## config.mk

```make
export PLATFORM = sky130hd
export DESIGN_NAME = refresh_unit
export DESIGN_NICKNAME = d
export VERILOG_FILES = /design/src/refresh_pkg.sv /design/src/clk_div_if.sv /design/src/clk_divider.sv /design/src/refresh_unit.sv
export SDC_FILE = /design/constraint.sdc
export NUM_CORES = 1
export LEC_CHECK = 0
export BUFFER_PORTS_ARGS = -buffer_cell sky130_fd_sc_hd__buf_4
export CAP_MARGIN = 20
export CORE_AREA = 8 8 102 104
export CTS_CLUSTER_SIZE = 28
export DETAILED_ROUTE_END_ITERATION = 12
export DIE_AREA = 0 0 110 112
export GPL_ROUTABILITY_DRIVEN = 0
export PLACE_DENSITY = 0.77
export SYNTH_ARGS = -nofsm -noshare
export SYNTH_HDL_FRONTEND = slang
export SYNTH_SLANG_ARGS = --single-unit
```

## constraint.sdc

```tcl
create_clock -name clk_sys -period 3 [get_ports clk_sys]
set_input_delay 0 -clock clk_sys [delete_from_list [all_inputs] [get_ports clk_sys]]
set_output_delay 0 -clock clk_sys [all_outputs]
set_load 0.01 [all_outputs]
```

## src/refresh_pkg.sv

```systemverilog
// Package with register map, field layouts and constants of the refresh and power-save block.
// Assumes a 32-bit APB register bus with byte addresses.
package refresh_pkg;
  localparam logic [7:0]  ADDR_PARTITION   = 8'hf0;
  localparam logic [7:0]  ADDR_INTERVAL    = 8'he2;
  localparam logic [7:0]  ADDR_ENABLE      = 8'he4;
  localparam logic [7:0]  ADDR_POWER_DIV   = 8'hf4;
  localparam logic [7:0]  ADDR_STATUS      = 8'hf8;
  localparam int          PART_LSB         = 9;
  localparam int          PART_W           = 7;
  localparam int          CNT_W            = 9;
  localparam int          DIV_W            = 3;
  localparam int          ENABLE_BIT       = 15;
  localparam int          PSAVE_BIT        = 15;
  localparam logic [8:0]  RAC_SEED         = 9'h1ff;
  localparam logic [8:0]  CNT_ZERO         = 9'h000;
  localparam logic [8:0]  CNT_ONE          = 9'h001;
  localparam logic [2:0]  DIV_RESET        = 3'h0;
  localparam logic [31:0] READ_INVALID     = 32'h00000000;
  typedef enum logic [2:0] {
    REQ_IDLE = 3'b001,
    REQ_WAIT = 3'b010,
    REQ_BUSY = 3'b100
  } req_state_t;
endpackage : refresh_pkg

```

## src/clk_div_if.sv

```systemverilog
// Interface carrying the power-save settings to the clock divider.
// Assumes both ends run on the same system clock.
`timescale 1ns/1ps
`default_nettype none
interface clk_div_if;
  logic       psave_en;
  logic [2:0] div_sel;
  logic       tick;
  modport ctrl (output psave_en, output div_sel, input tick);
  modport div  (input psave_en, input div_sel, output tick);
endinterface : clk_div_if
`default_nettype wire

```

## src/clk_divider.sv

```systemverilog
// Clock divider producing the internal clock enable tick and its output clock image.
// Assumes the division factor is 2 to the power of the selected field.
`timescale 1ns/1ps
`default_nettype none
module clk_divider (
  // Clock and reset.
  input  wire logic clk_sys,
  input  wire logic reset,
  // Settings and tick.
  clk_div_if.div    cfg,
  // Divided clock image.
  output var  logic clk_image_q
);
  import refresh_pkg::*;
  logic [7:0] cnt_q;
  logic [7:0] limit;

  // Division factor 2**div_sel; 0 selects divide by one.
  assign limit = (8'h01 << cfg.div_sel) - 8'h01;
  assign cfg.tick = !cfg.psave_en || (cnt_q == limit);

  always_ff @(posedge clk_sys) begin
    if (reset || !cfg.psave_en || cnt_q == limit) begin
      cnt_q <= 8'h00;
    end else begin
      cnt_q <= cnt_q + 8'h01;
    end
  end

  always_ff @(posedge clk_sys) begin
    if (reset) begin
      clk_image_q <= 1'b0;
    end else if (!cfg.psave_en || limit == 8'h00) begin
      clk_image_q <= ~clk_image_q;
    end else begin
      // High for the first half of each divided period, so divide by two still toggles.
      clk_image_q <= (cnt_q <= (limit >> 1)) ? 1'b1 : 1'b0;
    end
  end
endmodule : clk_divider
`default_nettype wire

```

## src/refresh_unit.sv

```systemverilog
// Refresh request generator and power-save control with an APB register slave.
// Assumes the bus interface unit answers refresh requests with a completion pulse.
//
// Decided for this implementation: the APB interface to the registers.
`timescale 1ns/1ps
`default_nettype none
// Overview of operation
// - Expired interval requests memory read refresh
// - Refresh works only in enhanced mode
// - Matching chip select applies during refresh; here no chip select is decoded or driven
// - Unmatched refresh ends on external ready; here every refresh ends on the refresh_done pulse
// - Drop hold grant when refresh pending
// - Registers accessible only in enhanced mode
// - Compatible mode ignores writes, reads invalid
// - Unwritable fields ignore writes, read zero
// - Address from partition plus 9-bit counter
// - Setting run bit loads countdown
// - Countdown decrements each system clock out
// - At one, request and reload
// - Clearing run bit clears countdown only
// - Power-save divides clock, shown on output
// - Divider register: 3-bit factor, enable bit
// - Internal logic runs on divided clock; here only the countdown steps on the divided tick
// - Interrupt clears power-save enable bit
// - Division starts and stops on write
module refresh_unit (
  // Clock and reset.
  input  wire logic        clk_sys,
  input  wire logic        reset,
  // APB slave.
  input  wire logic        psel,
  input  wire logic        penable,
  input  wire logic        pwrite,
  input  wire logic [7:0]  paddr,
  input  wire logic [31:0] pwdata,
  output var  logic [31:0] prdata,
  output var  logic        pready,
  output var  logic        pslverr,
  // Mode and interrupt.
  input  wire logic        enhanced_mode,
  input  wire logic        irq_taken,
  // Bus interface unit.
  output var  logic        refresh_req,
  output var  logic [19:0] refresh_addr,
  input  wire logic        refresh_ack,
  input  wire logic        refresh_done,
  // Bus hold.
  input  wire logic        hold_req,
  input  wire logic        bus_hold_grant_in,
  output var  logic        bus_hold_grant,
  // Clock output.
  output var  logic        system_clock_out
);
  import refresh_pkg::*;

  // Mode synchroniser.
  logic             mode_s1_q;
  logic             mode_s2_q;
  logic             mode_s3_q;
  logic             enh_q;

  // Register fields.
  logic [PART_W-1:0] partition_bits_q;
  logic [CNT_W-1:0] interval_reload_value_q;
  logic [CNT_W-1:0] interval_countdown_q;
  logic             run_q;
  logic [CNT_W-1:0] rac_q;
  logic             psave_q;
  logic [2:0]       div_q;
  logic             overrun_q;

  // Bus decode and strobes.
  logic             wr_en;
  logic             rd_en;
  logic             setup_rd;
  logic             sel_partition;
  logic             sel_interval;
  logic             sel_enable;
  logic             sel_power;
  logic             sel_status;
  logic             wr_partition;
  logic             wr_interval;
  logic             wr_enable;
  logic             wr_power;
  logic [31:0]      rd_word;

  // Refresh sequencing.
  logic             expire;
  logic             count_step;
  logic             run_set;
  logic             run_clear;
  logic             cycle_end;
  logic             pending_q;
  logic [19:0]      addr_next;
  logic             grant_allow;
  req_state_t       state_q;
  clk_div_if        div_bus ();

  // Mode strap passes three flops; it counts once stages two and three agree.
  // A mode change therefore takes effect about four cycles after the pin moves.
  always_ff @(posedge clk_sys) begin
    if (reset) begin
      mode_s1_q <= 1'b0;
      mode_s2_q <= 1'b0;
      mode_s3_q <= 1'b0;
      enh_q     <= 1'b0;
    end else begin
      mode_s1_q <= enhanced_mode;
      mode_s2_q <= mode_s1_q;
      mode_s3_q <= mode_s2_q;
      if (mode_s2_q == mode_s3_q) begin
        enh_q <= mode_s3_q;
      end
    end
  end

  // The slave never stalls and never flags an error; refused accesses are quietly dropped.
  assign pready  = 1'b1;
  assign pslverr = 1'b0;
  assign wr_en   = psel && penable && pwrite && enh_q;
  assign rd_en   = psel && !pwrite && enh_q;

  // Register selects, decoded from the byte address.
  assign sel_partition = (paddr == ADDR_PARTITION);
  assign sel_interval  = (paddr == ADDR_INTERVAL);
  assign sel_enable    = (paddr == ADDR_ENABLE);
  assign sel_power     = (paddr == ADDR_POWER_DIV);
  assign sel_status    = (paddr == ADDR_STATUS);

  // Write strobes fire once, on the access edge, and only in enhanced mode.
  assign wr_partition = wr_en && sel_partition;
  assign wr_interval  = wr_en && sel_interval;
  assign wr_enable    = wr_en && sel_enable;
  assign wr_power     = wr_en && sel_power;

  // Read data is captured on the setup edge so that it stands through the access phase.
  assign setup_rd = rd_en && !penable;

  // Read word assembly; fields that cannot be written read back as zeros.
  always_comb begin
    rd_word = READ_INVALID;
    if (sel_partition) begin
      rd_word = {16'h0000, partition_bits_q, 9'h000};
    end else if (sel_interval) begin
      rd_word = {23'h000000, interval_reload_value_q};
    end else if (sel_enable) begin
      rd_word = {16'h0000, run_q, 6'h00, interval_countdown_q};
    end else if (sel_power) begin
      rd_word = {16'h0000, psave_q, 12'h000, div_q};
    end else if (sel_status) begin
      rd_word = {21'h000000, overrun_q, pending_q, rac_q};
    end
  end

  // In compatible mode a setup cycle loads the invalid word, so stale data never leaks out.
  always_ff @(posedge clk_sys) begin
    if (reset) begin
      prdata <= READ_INVALID;
    end else if (setup_rd) begin
      prdata <= rd_word;
    end else if (psel && !penable) begin
      prdata <= READ_INVALID;
    end
  end

  // Partition bits; cleared by reset so refresh addresses start in region zero.
  always_ff @(posedge clk_sys) begin
    if (reset) begin
      partition_bits_q <= '0;
    end else if (wr_partition) begin
      partition_bits_q <= pwdata[PART_LSB +: PART_W];
    end
  end

  // Interval reload value, counted in divided clock cycles.
  always_ff @(posedge clk_sys) begin
    if (reset) begin
      interval_reload_value_q <= '0;
    end else if (wr_interval) begin
      interval_reload_value_q <= pwdata[CNT_W-1:0];
    end
  end

  // Power-save enable; an interrupt clear wins over a software write in the same cycle.
  always_ff @(posedge clk_sys) begin
    if (reset) begin
      psave_q <= 1'b0;
    end else if (irq_taken) begin
      psave_q <= 1'b0;
    end else if (wr_power) begin
      psave_q <= pwdata[PSAVE_BIT] && enh_q;
    end else if (!enh_q) begin
      psave_q <= 1'b0;
    end
  end

  // Division factor field.
  always_ff @(posedge clk_sys) begin
    if (reset) begin
      div_q <= DIV_RESET;
    end else if (wr_power && !irq_taken) begin
      div_q <= pwdata[DIV_W-1:0];
    end
  end

  // Settings handed to the divider, which turns them into a tick and the clock image.
  assign div_bus.psave_en = psave_q;
  assign div_bus.div_sel  = div_q;

  clk_divider u_div (
    .clk_sys     (clk_sys),
    .reset       (reset),
    .cfg         (div_bus.div),
    .clk_image_q (system_clock_out)
  );

  // The countdown only moves on divided ticks, so power-save slows refresh too.
  assign count_step = run_q && div_bus.tick;
  assign run_set    = wr_enable && pwdata[ENABLE_BIT] && !run_q;
  assign run_clear  = wr_enable && !pwdata[ENABLE_BIT];
  assign expire     = count_step && interval_countdown_q == CNT_ONE && !run_clear;

  // Run bit; leaving enhanced mode stops the unit.
  always_ff @(posedge clk_sys) begin
    if (reset) begin
      run_q <= 1'b0;
    end else if (!enh_q) begin
      run_q <= 1'b0;
    end else if (wr_enable) begin
      run_q <= pwdata[ENABLE_BIT];
    end
  end

  // Interval countdown. A write that keeps the run bit set holds the count for that cycle.
  always_ff @(posedge clk_sys) begin
    if (reset) begin
      interval_countdown_q <= CNT_ZERO;
    end else if (!enh_q) begin
      interval_countdown_q <= CNT_ZERO;
    end else if (run_set) begin
      interval_countdown_q <= interval_reload_value_q;
    end else if (run_clear) begin
      interval_countdown_q <= CNT_ZERO;
    end else if (wr_enable) begin
      interval_countdown_q <= interval_countdown_q;
    end else if (expire) begin
      interval_countdown_q <= interval_reload_value_q;
    end else if (count_step && interval_countdown_q != CNT_ZERO) begin
      interval_countdown_q <= interval_countdown_q - CNT_ONE;
    end
  end

  // A refresh cycle ends on the completion pulse while the unit owns the bus.
  assign cycle_end = (state_q == REQ_BUSY) && refresh_done;

  // Request handshake with the bus interface unit; one request is in flight at a time.
  always_ff @(posedge clk_sys) begin
    if (reset) begin
      state_q <= REQ_IDLE;
    end else begin
      unique case (state_q)
        REQ_IDLE: begin
          if (expire) begin
            state_q <= REQ_WAIT;
          end
        end
        REQ_WAIT: begin
          if (refresh_ack) begin
            state_q <= REQ_BUSY;
          end
        end
        REQ_BUSY: begin
          // Completion comes from the refresh_done pulse of the bus interface unit.
          if (cycle_end) begin
            state_q <= REQ_IDLE;
          end
        end
        default: state_q <= REQ_IDLE;
      endcase
    end
  end

  // Pending flag, seen by software and by the hold arbiter.
  always_ff @(posedge clk_sys) begin
    if (reset) begin
      pending_q <= 1'b0;
    end else if (state_q == REQ_IDLE && expire) begin
      pending_q <= 1'b1;
    end else if (cycle_end) begin
      pending_q <= 1'b0;
    end
  end

  // Sticky flag: an expiry while a request is still outstanding is lost.
  // Reading the status register clears it; a new loss in the same cycle wins.
  always_ff @(posedge clk_sys) begin
    if (reset) begin
      overrun_q <= 1'b0;
    end else if (expire && state_q != REQ_IDLE) begin
      overrun_q <= 1'b1;
    end else if (setup_rd && sel_status) begin
      overrun_q <= 1'b0;
    end
  end

  // The request stays up until the bus interface unit accepts it.
  assign refresh_req = (state_q == REQ_WAIT);

  // Address counter is a 9-bit maximal-length shift register.
  // It never reaches zero, so the seed must be non-zero.
  always_ff @(posedge clk_sys) begin
    if (reset) begin
      rac_q <= RAC_SEED;
    end else if (cycle_end) begin
      rac_q <= {rac_q[7:0], rac_q[8] ^ rac_q[4]};
    end
  end

  // Partition bits on the top address lines, counter on the bottom ones.
  assign addr_next = {partition_bits_q, 4'h0, rac_q};

  always_ff @(posedge clk_sys) begin
    if (reset) begin
      refresh_addr <= 20'h00000;
    end else begin
      refresh_addr <= addr_next;
    end
  end

  // Grant withdrawn while a refresh is pending; the hold master must release.
  // A master that kept hold asserted would otherwise starve refresh for good.
  assign grant_allow = bus_hold_grant_in && hold_req && !pending_q;

  always_ff @(posedge clk_sys) begin
    if (reset) begin
      bus_hold_grant <= 1'b0;
    end else begin
      bus_hold_grant <= grant_allow;
    end
  end
endmodule : refresh_unit
`default_nettype wire

```

### Word level (Yosys, flattened, before mapping)

Index checks and enable logic that the tools add are counted.

| word-level totals | value |
|---|---|
| register bits after elaboration | 110 |
| bits in latches | 0 |
| memory bits (writable) | 0 |
| bits in read-only memories | 0 |
| bits of input ports | 51 |
| output and inout bits | 57 |
| memories kept | 0 |

| cells by class | value |
|---|---|
| $add $sub $neg | 3 |
| multiply operators | 0 |
| div/mod/pow operators | 0 |
| order comparisons | 1 |
| equality and inequality tests | 17 |
| shift operators | 1 |
| mux-type cells | 24 |
| bitwise operators | 3 |
| reductions and logical operators | 48 |

Operators with widths:

| cell | count |
|---|---|
| 2-to-1 mux 16 bit | 4 |
| 2-to-1 mux 32 bit | 2 |
| 2-to-1 mux 9 bit | 5 |
| == test 8 bit (second input constant) | 5 |
| logical AND 1 bit | 26 |
| 2-to-1 mux 11 bit | 1 |
| == test 9 x 1 -> 1 bit (second input constant) | 1 |
| 2-to-1 mux 3 bit | 3 |
| one-hot mux 3 bit (3 select lines) | 1 |
| nonzero test 9 bit | 1 |
| subtractor 9 x 1 -> 9 bit (second input constant) | 1 |
| adder 8 x 1 -> 8 bit (second input constant) | 1 |
| == test 8 bit | 1 |
| less-or-equal comparator 8 x 7 -> 1 bit | 1 |
| logical NOT 1 bit | 8 |
| logical NOT 8 bit | 1 |
| 2-to-1 mux 1 bit | 8 |
| left shift 1 x 3 -> 8 bit (first input constant) | 1 |
| subtractor 8 x 1 -> 8 bit (second input constant) | 1 |
| inequality test 3 x 1 -> 1 bit (second input constant) | 2 |
| nonzero test 2 bit | 3 |
| logical OR 1 bit | 4 |
| inequality test 2 x 1 -> 1 bit (second input constant) | 2 |
| inequality test 2 bit (second input constant) | 2 |
| 10 further kinds | 12 |

### Logic depth before layout (Yosys ltp)

Gate-level depths: netlist of the first run.

| logic depth | value |
|---|---|
| depth after elaboration | 11 |
| depth in mapped cells | 10 |
| depth with buffers taken out | 10 |

### Modules after synthesis

Synthesis of the first run repeated with hierarchy kept, for this count alone.

| unflattened totals | value |
|---|---|
| cells, all modules | 500 |
| area total of the unflattened synthesis | 4411.7 um2 |

Modules (own cells, without submodules):

| module | instances | cells an instance | area each (um2) |
|---|---|---|---|
| refresh_unit | 1 | 418 | 3711.1 |
| clk_divider | 1 | 82 | 700.7 |

### Least setup slack after synthesis of the first run

No wires, ideal clock.

| path | value |
|---|---|
| kind | register to register |
| start | register u_div.cnt_q[4] |
| end | register interval_countdown_q[8] |
| arrival time | 2345 ps |
| data required time | 2927 ps |
| setup slack | 582 ps |
| stages on the path, launching flop included | 11 |
| buffers on the path | 2 |
| path through | dfxtp_1 -> buf_6 -> or4b_1 -> o21ai_1 -> a211oi_1 -> o41ai_4 -> nand4_2 -> a21o_1 -> buf_6 -> or3_4 -> o211ai_2 |

| between the ends | value |
|---|---|
| word-level cells in the longest chain between the ends | 9 |
| elaborated cells between the ends (all ways) | 12 |
| classes of those cells | 1 x eq/ne; 4 x mux; 7 x reduce/logical |

RTL lines:

| what | RTL line | RTL |
|---|---|---|
| from (decl) | clk_divider.sv:15 | `logic [7:0] cnt_q;` |
| from (signal assigned) | clk_divider.sv:26 | `cnt_q <= cnt_q + 8'h01;` |
| == test 8 bit (*) | clk_divider.sv:20 | `assign cfg.tick = !cfg.psave_en \|\| (cnt_q == limit);` |
| logical OR 1 bit (*) | clk_divider.sv:20 |  |
| logical AND 1 bit (*) | refresh_unit.sv:218 | `assign count_step = run_q && div_bus.tick;` |
| logical AND 1 bit (2 in a row) | refresh_unit.sv:221 | `assign expire = count_step && interval_countdown_q == CNT_ONE && !run_clear;` |
| 2-to-1 mux 9 bit | refresh_unit.sv:246 | `end else if (expire) begin` |
| 2-to-1 mux 9 bit | refresh_unit.sv:244 | `end else if (wr_enable) begin` |
| 2-to-1 mux 9 bit | refresh_unit.sv:242 | `end else if (run_clear) begin` |
| 2-to-1 mux 9 bit | refresh_unit.sv:240 | `end else if (run_set) begin` |
| to (signal assigned) | refresh_unit.sv:241 | `interval_countdown_q <= interval_reload_value_q;` |
| to (signal assigned) | refresh_unit.sv:245 | `interval_countdown_q <= interval_countdown_q;` |
| to (signal assigned) | refresh_unit.sv:247 | `interval_countdown_q <= interval_reload_value_q;` |
| to (decl) | refresh_unit.sv:65 | `logic [CNT_W-1:0] interval_countdown_q;` |

Mark *: on every way between the ends. The rest lies on a longest branch, timed or not. The select of a mux whose other input is x is not followed.
A chain may end at the register's enable or synchronous reset.

### Worst setup path after layout of the first run

| path | value |
|---|---|
| start | register div_q[2] (netlist: div_bus.div_sel[2]) |
| end | register interval_countdown_q[4] |

| between the ends | value |
|---|---|
| word-level cells in the longest chain between the ends | 11 |
| elaborated cells between the ends (all ways) | 14 |
| classes of those cells | 1 x add/sub; 1 x eq/ne; 1 x shift; 4 x mux; 7 x reduce/logical |

RTL lines:

| what | RTL line | RTL |
|---|---|---|
| from (decl) | refresh_unit.sv:69 | `logic [2:0] div_q;` |
| from (signal assigned) | refresh_unit.sv:202 | `div_q <= pwdata[DIV_W-1:0];` |
| left shift 1 x 3 -> 8 bit (*) | clk_divider.sv:19 | `assign limit = (8'h01 << cfg.div_sel) - 8'h01;` |
| subtractor 8 x 1 -> 8 bit (*) | clk_divider.sv:19 |  |
| == test 8 bit (*) | clk_divider.sv:20 |  |
| logical OR 1 bit (*) | clk_divider.sv:20 |  |
| logical AND 1 bit (*) | refresh_unit.sv:218 |  |
| logical AND 1 bit (2 in a row) | refresh_unit.sv:221 |  |
| 2-to-1 mux 9 bit | refresh_unit.sv:246 |  |
| 2-to-1 mux 9 bit | refresh_unit.sv:244 |  |
| 2-to-1 mux 9 bit | refresh_unit.sv:242 |  |
| 2-to-1 mux 9 bit | refresh_unit.sv:240 |  |

Marks and branches as above.

==> results of run 1 <==
[kinds of logic after synthesis]
logic type,after synthesis,synth area share
adder cells (fa/ha/maj),9,0.0265
other,2,0.00176
flip-flops,90,0.423
buffers and inverters,61,0.0785
multiplexers,19,0.0447
AO/OA/AOI/OAI,95,0.149
AND/OR/NAND/NOR,211,0.256
XOR/XNOR,10,0.0206
[area by class of cell]
cell class,instances,area share
Multi-Input combinational cell,366,0.423
Sequential cell,90,0.347
Timing Repair Buffer,99,0.154
Tap cell,111,0.0267
Clock buffer,9,0.0239
Clock inverter,7,0.0183
Inverter,10,0.00723
[registers in the layout, summed over array words and instances (netlist names)]
| register | count |
|---|---|
| div_bus.div_sel | 3 |
| enh_q | 1 |
| u_div.clk_image_q | 1 |
| mode_s3_q | 1 |
| pending_q | 1 |
| u_div.cnt_q | 8 |
| state_q | 3 |
| overrun_q | 1 |
| run_q | 1 |
| rac_q | 9 |
| mode_s1_q | 1 |
| refresh_addr | 16 |
| div_bus.psave_en | 1 |
| mode_s2_q | 1 |
| prdata | 16 |
| bus_hold_grant | 1 |
| interval_countdown_q | 9 |
| interval_reload_value_q | 9 |
| partition_bits_q | 7 |
[routing by layer]
layer / vias up / wire [µm] / track usage
met1: 1756 / 4420 / 0.205
met3: 10 / 766 / 0.0520
met2: 115 / 5230 / 0.293
met5: - / 0 / 0
met4: 0 / 91 / 0.0468
li1: 1836 / - / -
[per-stage QoR]
step | cell area, µm² | power (µW) | util | std cells | setup WS (ps)
after CTS | 5190 | 2250 | 0.584 | 692 | 273
after floorplan | 4330 | 1300 | - | 517 | 582
after global placement | 4740 | 1340 | 0.534 | 653 | 400
after global routing | 5190 | 2310 | 0.584 | 692 | 132
after detailed placement | 4740 | 1340 | 0.534 | 653 | 298
final | 5190 | 2220 | 0.584 | 692 | 237
[power by group]
part	total [µW]	internal, µW	switching, µW
clock	884	410	475
combinational	131	66.9	64.5
sequential	1210	1200	2.91
[layout by cell type (no fill, tap or decap), drive strengths merged, types with 6 or more instances in the layout]
master       instances
dfxtp               90
buf                 76
nor2                63
nand2               51
a21oi               38
nor2b               24
dlygate4sd3         23
conb                22
nand3               19
mux2i               19
o21ai               16
inv                 13
nand3b              10
ha                   9
clkbuf               9
nor3                 8
nand2b               6
xor2                 6
a222oi               6
[worst paths after layout]
check                           slack [ps]                         end                from  depth (start not counted)
worst min-delay path                    70  interval_reload_value_q[1]            paddr[4]                          4
worst min register to register         460              bus_hold_grant           pending_q                          1
worst max-delay path                   240     interval_countdown_q[4]  div_bus.div_sel[2]                          8
worst max register to register         240     interval_countdown_q[4]  div_bus.div_sel[2]                          8
[worst min-delay path, cell delays in order]
cell and delay (ps):
buf_4 160, nor3b_2 90, nand3_1 90, a21oi_1 60
[repair_timing]
| action | in CTS | in global routing |
|---|---|---|
| resized for setup | 0 | 0 |
| hold buffers | 23 | 0 |
| hold endpoints to repair | 26 | 0 |
==> metrics.md, run 1 <==
| Metric | Value |
|---|---|
| Status | complete, no violations |
| Mapped Avg Cell Area | 8.56 µm² |
| Final setup fails | 0 |
| Cell chain of the critical path | inv_1 -> a21oi_1 -> a2111o_1 -> o41ai_4 -> nand4_2 -> a21o_1 -> or3_1 -> o211ai_1 |
| Clock period minus final worst setup slack | 2760 ps |
| Commonest cells in the netlist | dfxtp_1, nor2_1, nand2_1 |
| Synth warn | 0 |
| Total GRT Usage | 0.174 |
| Period utilization | 0.921 |
| Max clock buf depth | 2 |
| Critical Path RT | roughly 3300 ps |
| GRT Residual Overflow | 0 |
| Worst hold-check path type | in2reg |
| EDFF count, synth | 0 |
| Residual DRC | 0 |
| CTS tree | yes |
| DP HPWL | 7530 µm |
| Clk_lat worst skew | 360 ps |
| Fmax | 362 MHz |
| Netlist Area Pre-Place | 4260 µm² |
| Antenna-violating nets left | 0 |
| Setup CP Type | reg2reg |
| Clk_skew | 15.9 ps |
| Crit-path max cell delay | 450 ps |
| Nets | ~640 |
| Clock root cell | clkbuf_8 |
| Post-CTS setup buffer count | 0 |
| PwrDens | 428 nW/µm² |
| Area growth, synth to finish | 22.0% |
| FF/Latch Area | 1800 µm² |
| Async SR Flop Fraction | 0 |
| Via density | 5.37 |
| Seq cells post-synth | 90 |
| Worst Path Buf+Inv | 1 |
| Final-report max-slew violation count | 0 |
| Layout cells sized above 1 | 0.182 |
| DR WL/cell | 15.2 µm |
| Fillers | 775 |
| Cells after synthesis | 497 |
| Rel. slew slack | 0.401 |
| Initial Util | 0.479 |
| Max Cap Viol | 0 |
| Final hold vios | 0 |
| Vias in the first global route | roughly 3600 |
| Worst-margin pin slew | 892 ps |
| Iter 0 DRT Violations | 277 |
| Leak pwr | 0.00215 µW |
| Total CTS buffers | 9 |
| Delay-heaviest family, CP | compound AO/OA/AOI/OAI gates |
| Ys flop type | dfxtp_1 |
| Slowest-stage cell, CP | dfxtp_1 |
| Critical path endpoint category | flip-flop |
| Post-synth top area share | 0.423 |
| Leading area contributor after synthesis | dfxtp_1 |
| Number of top-level pins | 108 |
| Total negative slack | 0 ps |
| CP arrival | approximately 3000 ps |
| First-pass GRT wire length | 17300 µm |
| Max FO, Critical Path | 14 |
| Max VDD drop | between 0.2 and 0.3 mV |
| Routed wire length | roughly 11000 µm |
| Multi-input logic area | 2190 µm² |
| Die W | 110 µm |
| RSZ-0062 raised after global routing | no |
| Largest net degree at the start of global routing | 76 |
| # port buffers | 69 |
| Die Y | 112 µm |
| Placement row count | 35 |
| Die area | 12300 µm² |
| Top cells by area, synth | dfxtp_1, nor2_1, nand2_1 |
| Yosys cell types | between 60 and 70 |
| 1st-pass router iterations | 5 |
| Register area share after synthesis | 0.423 |
| Via count | 3717 |
| Worst Setup Start Kind | flip-flop |
| Ant. Diodes | 0 |
| Initial antenna violation count | 0 |
| Core region area | about 9000 µm² |
| WHS | about 74 ps |
| Most common cell in the synthesized netlist | dfxtp_1 |
| CTS HTree Levels | 3 |
| Worst-path clk slew | 110 ps |
| Sink Count | 90 |
No activity file was read; power rests on OpenSTA's default activity.
==> run 2: changes to the inputs <==
ABC_AREA = 1   (was unset)
CORE_AREA = 8 8 103 105   (was 8 8 102 104)
DIE_AREA = 0 0 111 113   (was 0 0 110 112)
==> run 2 against run 1 <==
Against the previous run:
- clock-buffer cell count unchanged
- combinational power up 6%
- clock power down 6.9%
- die area up 1.8%
- synthesized area up 1.9%
- global-route usage up 0.10 points
- fmax up 13%
- sequential share of layout area down 0.45 points
- first-iteration DRC count down 26%
- via count up 12%
- register-to-register slack better by 320 ps
- critical endpoint is now state_q[2]
- largest cell class unchanged
- largest power group unchanged
- highest routed layer unchanged
==> metrics.md, run 2 <==
| Metric | Value |
|---|---|
| Status | complete, no violations |
| EDFF count, synth | 0 (unchanged) |
| Total GRT Usage | 0.175 (+0.00101) |
| Layout cells sized above 1 | 0.167 (-0.0150) |
| Worst-path clk slew | 90 ps (-20 ps) |
| Final setup fails | 0 (unchanged) |
| Setup CP Type | reg2reg |
| RSZ-0062 raised after global routing | no |
| Mapped Avg Cell Area | 7.40 µm² (-14%) |
| Clk_lat worst skew | 360 ps (about the same) |
| Max FO, Critical Path | 13 (-1) |
| Hold Path Stages | 2 (-2) |
| Reg2reg start | div_bus.div_sel[2] |
| Final-report max-slew violation count | 0 (unchanged) |
| GRT Residual Overflow | 0 (unchanged) |
| Via density | 5.28 (-1.7%) |
| Area growth, synth to finish | 21.4% |
| Finished Layout Cells | 786 (+14%) |
| Total negative slack | 0 ps (unchanged) |
| Residual DRC | 0 (unchanged) |
| DP HPWL | 8390 µm (+12%) |
| Total CTS buffers | 9 (unchanged) |
| Via count | 4152 (+12%) |
| Commonest cells in the netlist | dfxtp_1, nand2_1, inv_1 |
| Fmax | 410 MHz (+13%) |
| Die Y | 113 µm (+0.89%) |
| Initial antenna violation count | 0 (unchanged) |
| Period utilization | 0.814 (-0.107) |
| DR WL/cell | 14.3 µm (-5.8%) |
| Worst-margin pin slew | 690 ps (-202 ps) |
| 1st-pass router iterations | 4 (-1) |
| Vias in the first global route | 3988 (+11%) |
| Max Cap Viol | 0 (unchanged) |
| Seq cells post-synth | 90 (unchanged) |
| Most frequent cells in the layout | nand2_1, dfxtp_1, inv_1, buf_4, nor2_1 |
| Clk_skew | 13.3 ps (-2.60 ps) |
| Multi-input logic area | 2050 µm² (-6.5%) |
| Die area | 12500 µm² (+1.8%) |
| Clock root cell | clkbuf_8 |
| Antenna-violating nets left | 0 (unchanged) |
| Async SR Flop Fraction | 0 (unchanged) |
| Number of top-level pins | 108 (unchanged) |
| Placement row count | 35 (unchanged) |
| First-pass GRT wire length | 18400 µm (+6.6%) |
| # port buffers | 69 (unchanged) |
| Biggest regs | prdata: 16 flops, refresh_addr: 16 flops |
| Worst reg2reg path depth | 13 (+5) |
| Min-delay src | reset |
| Critical Path RT | 3310 ps (+20 ps) |
| FF/Latch Area | 1800 µm² (unchanged) |
| PwrDens | 412 nW/µm² (-3.7%) |
| Ant. Diodes | 0 (unchanged) |
| CTS tree | yes |
| Placed Cells | 747 (+14%) |
| Netlist Area Pre-Place | 4340 µm² (+1.9%) |
| Post-synth top area share | 0.416 (-0.00782) |
| Initial Util | 0.483 (+0.00425) |
| Fillers | 803 (+3.6%) |
| CP arrival | 2750 ps (-300 ps) |
| Worst Setup Start Kind | flip-flop |
| Final hold vios | 0 (unchanged) |
| CTS HTree Levels | 3 (unchanged) |
| Max clock buf depth | 2 (unchanged) |
| Reg-to-Reg End | state_q[2] |
| Slowest-stage cell, CP | dfxtp_1 |
| Synth warn | 0 (unchanged) |
| Die W | 111 µm (+0.91%) |
| Register area share after synthesis | 0.416 (-0.00782) |
| Crit path top cell by count | nand2_2 |
| Clock period minus final worst setup slack | 2440 ps (-322 ps) |
| Core region area | 8980 µm² (+0.99%) |
| Rel. slew slack | 0.539 (+0.139) |
| Routed wire length | 11200 µm (+7.0%) |
| Worst Hold End | refresh_addr[16] |
| Leading area contributor after synthesis | dfxtp_1 |
| Top cells by area, synth | dfxtp_1, nand2_1, inv_1 |
| Nets | 731 (+15%) |
| Yosys cell types | 40 (-38%) |
| Iter 0 DRT Violations | 206 (-26%) |
| Max VDD drop | 0.251 mV (-14%) |
| Leak pwr | 0.00241 µW (+13%) |
| Worst hold-check path type | in2reg |
| Cells after synthesis | 586 (+18%) |
| Ys flop type | dfxtp_1 |
| Critical path endpoint category | flip-flop |
| WHS | 58.5 ps (-15.9 ps) |
| Largest net degree at the start of global routing | 45 (-41%) |
| Sink Count | 90 (unchanged) |
| Cell chain of the critical path | nand2_2 -> inv_2 -> nand2_2 -> nand2_1 -> nand2_1 -> nor2_2 -> nand2_2 -> nand2_2 -> nand3_4 -> nand2_1 -> nand4_1 -> a21oi_1 -> dlygate4sd3_1 |
| Reg2Reg Setup Slack | 560 ps (+320 ps) |
| Crit-path max cell delay | 570 ps (+120 ps) |
-- run 2: worst max path at each step --
stage                       start                 endpoint  slack (ps)  cells after the start
2_1_floorplan  div_bus.div_sel[1]        u_div.clk_image_q        1470                     12
3_3_place_gp   div_bus.div_sel[2]  interval_countdown_q[3]        1100                     13
3_5_place_dp   div_bus.div_sel[2]  interval_countdown_q[0]         990                     13
4_1_cts        div_bus.div_sel[2]               state_q[2]         580                     13
5_1_grt        div_bus.div_sel[2]               state_q[2]         410                     13
6_report       div_bus.div_sel[2]               state_q[2]         560                     13
-- run 2: logic make-up (layout without fill, tap and decap cells) --
kind of cell    count (synthesis)  in the layout  synth area share
compound gates                114            114             0.152
xor+xnor                       10             10            0.0202
fa+ha+maj                       9              9            0.0260
buf+inv                       122            191             0.128
flops                          90             90             0.416
other cells                     2             22           0.00173
simple gates                  239            239             0.256
-- run 2: timing repair --
| item | in CTS | in global routing |
|---|---|---|
| buffers inserted | 0 | 0 |
| endpoints found under the hold margin | 26 | 0 |
| hold buffers | 24 | 0 |
| resized for setup | 0 | 0 |
-- run 2: per-stage QoR --
| stage | setup WS [ps] | instance area (µm²) | util | power, µW |
|---|---|---|---|---|
| 2_1_floorplan | 1470 | 4410 | - | 1310 |
| 5_1_grt | 412 | 5260 | 0.586 | 2240 |
| 6_report | 558 | 5260 | 0.586 | 2170 |
| 3_5_place_dp | 991 | 4830 | 0.538 | 1350 |
| 3_3_place_gp | 1100 | 4830 | 0.538 | 1340 |
| 4_1_cts | 576 | 5260 | 0.586 | 2180 |
-- run 2: worst max-delay path, delay by kind of cell (launching register included) --
kind	cells	cell delay [ps]
buffers and inverters	2	640
AO/OA/AOI/OAI	1	140
AND/OR/NAND/NOR	10	1060
flip-flops	1	570
-- run 2: cell type report --
| cell class | count | share of cell area |
|---|---|---|
| clock buffers | 9 | 0.0235 |
| clock inverters | 6 | 0.0128 |
| inverters | 81 | 0.0578 |
| multi-input cells | 394 | 0.390 |
| flip-flops and latches | 90 | 0.342 |
| well taps | 111 | 0.0264 |
| repair buffers | 95 | 0.147 |
-- run 2: where the power goes --
group / total (µW) / switching [µW] / internal [µW]
Combinational: 139 / 71.6 / 67.2
Clock: 823 / 438 / 385
Sequential: 1210 / 3.38 / 1200
-- run 2: per-layer routing --
metal	vias to the layer above	share of wire	global-route usage
met3	21	0.060	0.0365
li1	2062	-	-
met2	134	0.50	0.307
met4	0	0.025	0.0739
met1	1935	0.42	0.201
met5	-	0	0
==> run 3: changes to the inputs <==
clock period = 2.3 ns   (was 3 ns; I/O delays follow)
==> run 3 against run 2 <==
Against the previous run:
- non-clock buffer count is 3 higher
- clock power is 39% higher
- hold slack worse by 14 ps
- utilization is 0.39 points higher
- combinational power is 30% higher
- global-route usage is 0.079 points higher
- setup slack worse by 260 ps
- wire length is 1.3% lower
- critical path depth stayed put
- clock-buffer cell count is 1 higher
- fmax is 22% higher
- die area stayed put
- critical endpoint is now interval_countdown_q[1]
- highest routed layer unchanged
==> metrics.md, run 3 (synthesis gave the netlist of run 2 again) <==
| Metric | Value |
|---|---|
| Period utilization | 0.872 (+0.0581) |
| Critical Path RT | 2550 ps (-760 ps) |
| Via density | 5.11 (-3.2%) |
| Launch point of the worst path | div_bus.div_sel[2] |
| CTS HTree Levels | 3 (unchanged) |
| Total CTS buffers | 9 (unchanged) |
| Crit path top cell by count | nand2_1 |
| Setup CP Type | reg2reg |
| Post-CTS setup buffer count | 0 (unchanged) |
| CTS Hold Bufs | 22 (-8.3%) |
| Critical path endpoint category | flip-flop |
| Die W | 111 µm (unchanged) |
| Reg2Reg Setup Slack | 290 ps (-260 ps) |
| GRT Residual Overflow | 0 (unchanged) |
| Placed Cells | 752 (+0.67%) |
| RSZ-0062 raised after global routing | no |
| Status | complete, no violations |
| Die Y | 113 µm (unchanged) |
| Clock root cell | clkbuf_8 |
| Fin worst setup slack | 294 ps (-264 ps) |
| Routed wire length | 11100 µm (-1.3%) |
| Die area | 12500 µm² (unchanged) |
| Worst reg2reg path depth | 13 (unchanged) |
| Clock power share | 0.394 (+0.015) |
| Sink Count | 90 (unchanged) |
| Reg2reg start | div_bus.div_sel[2] |
| First-pass GRT wire length | 18500 µm (+0.37%) |
| Total GRT Usage | 0.175 (+0.000785) |
| Worst hold-check path type | in2reg |
| Leak pwr | 0.00244 µW (+0.99%) |
| Initial antenna violation count | 0 (unchanged) |
| Clock period minus final worst setup slack | 2010 ps (-436 ps) |
| Clk_lat worst skew | 370 ps (about the same) |
| Post-CTS Resized | 0 (unchanged) |
| Max VDD drop | 0.320 mV (+28%) |
| Worst Setup Start Kind | flip-flop |
| CTS tree | yes |
| Worst-path clk slew | 100 ps (about the same) |
| Iter 0 DRT Violations | 256 (+24%) |
| Residual DRC | 0 (unchanged) |
| Reg-to-Reg End | interval_countdown_q[1] |
| DR WL/cell | 14.0 µm (-1.8%) |
| CP arrival | 2260 ps (-490 ps) |
| Rel. slew slack | 0.572 (+0.0324) |
| Antenna-violating nets left | 0 (unchanged) |
| Ant. Diodes | 0 (unchanged) |
| 1st-pass router iterations | 5 (+1) |
| Logic pwr share | 0.063 (about the same) |
| Nets | 734 (+0.41%) |
| Cell chain of the critical path | inv_2 -> nand2_1 -> nand2_1 -> nand2_1 -> nand2_1 -> nor2_1 -> nand2_2 -> nand2_2 -> nand3_4 -> nand2_2 -> nand2_1 -> nand3_1 -> a21oi_1 |
| Most frequent cells in the layout | nand2_1, dfxtp_1, buf_4, inv_1, nor2_1 |
| Max FO, Critical Path | 13 (unchanged) |
| Max clock buf depth | 2 (unchanged) |
| Initial Util | 0.483 (unchanged) |
| Via count | 4040 (-2.7%) |
| PwrDens | 547 nW/µm² (+33%) |
| Finished Layout Cells | 790 (+0.51%) |
| Placement row count | 35 (unchanged) |
| Slowest-stage cell, CP | dfxtp_1 |
| Clk_skew | 14.4 ps (+1.03 ps) |
| Fmax | 499 MHz (+22%) |
| DP HPWL | 8290 µm (-1.2%) |
| Sw frac | 0.239 (+0.00294) |
| Number of top-level pins | 108 (unchanged) |
| Max Cap Viol | 0 (unchanged) |
| Net Sw Power | 694 µW (+35%) |
| Worst-margin pin slew | 640 ps (-49.7 ps) |
| Vias in the first global route | 3917 (-1.8%) |
| Final setup fails | 0 (unchanged) |
| End of the critical path | interval_countdown_q[1] |
| Total negative slack | 0 ps (unchanged) |
| WHS | 44.2 ps (-14.3 ps) |
| Reg power frac | 0.543 (-0.014) |
| Layout cells sized above 1 | 0.175 (+0.00785) |
| Core region area | 8980 µm² (unchanged) |
| Largest net degree at the start of global routing | 45 (unchanged) |
| Area growth, synth to finish | 22.2% |
| # port buffers | 69 (unchanged) |
| Final-report max-slew violation count | 0 (unchanged) |
| Setup slack at placement | 335 ps (-656 ps) |
| Final hold vios | 0 (unchanged) |
| Internal power | 2200 µW (+33%) |
| Biggest regs | prdata: 16 flops, refresh_addr: 16 flops |
| Crit-path max cell delay | 570 ps (about the same) |
run 3: cell count changes in the layout (fill, tap and decap cells not counted):
cell,delta
buf_4,+5
dlygate4sd3_1,-2
inv_6,+2
clkbuf_8,+1
clkinv_2,-1
clkinv_4,-1
run 3: cell type report:
type / instances / area [µm²]
multi-input combinational: 394 / 2050
fill: 804 / 3680
inverter: 81 / 304
clock buffer: 10 / 138
timing repair buffer: 98 / 791
clock inverter: 6 / 71.3
sequential: 90 / 1800
tap: 111 / 139
run 3: worst min-delay path by stage:
stage	from	endpoint	slack [ps]	depth (start not counted)
2_1_floorplan	enhanced_mode	mode_s1_q	110	2
3_3_place_gp	enhanced_mode	mode_s1_q	220	3
3_5_place_dp	enhanced_mode	mode_s1_q	230	3
4_1_cts	reset	refresh_addr[16]	40	2
5_1_grt	reset	prdata[15]	50	2
6_report	reset	refresh_addr[16]	40	2
run 3: per-stage QoR:
| step | cell area, µm² | utilization | total power [µW] |
|---|---|---|---|
| global placement | 4870 | 0.542 | 1750 |
| CTS | 5300 | 0.590 | 2910 |
| detailed placement | 4870 | 0.542 | 1760 |
| floorplan | 4410 | - | 1710 |
| finish | 5300 | 0.590 | 2900 |
| global route | 5300 | 0.590 | 3000 |
run 3: power by group through the flow:
stage	Clock [µW]	Sequential, µW	Combinational [µW]
2_1_floorplan	0	1610	91.4
3_3_place_gp	0	1610	145
3_5_place_dp	0	1610	148
4_1_cts	1160	1570	178
5_1_grt	1230	1580	198
6_report	1140	1570	181
run 3: critical path, delay by kind of cell (launching register included):
| family | cells | cell delay [ps] |
|---|---|---|
| AO/OA/AOI/OAI | 1 | 70 |
| buffers and inverters | 1 | 120 |
| flip-flops | 1 | 570 |
| AND/OR/NAND/NOR | 11 | 1140 |
run 3: metal layers:
| metal | up-vias | routed length, µm | global-route usage |
|---|---|---|---|
| met5 | - | 0 | 0 |
| met2 | 136 | 5390 | 0.298 |
| li1 | 2058 | - | - |
| met3 | 23 | 665 | 0.0423 |
| met1 | 1823 | 4790 | 0.207 |
| met4 | 0 | 236 | 0.0694 |
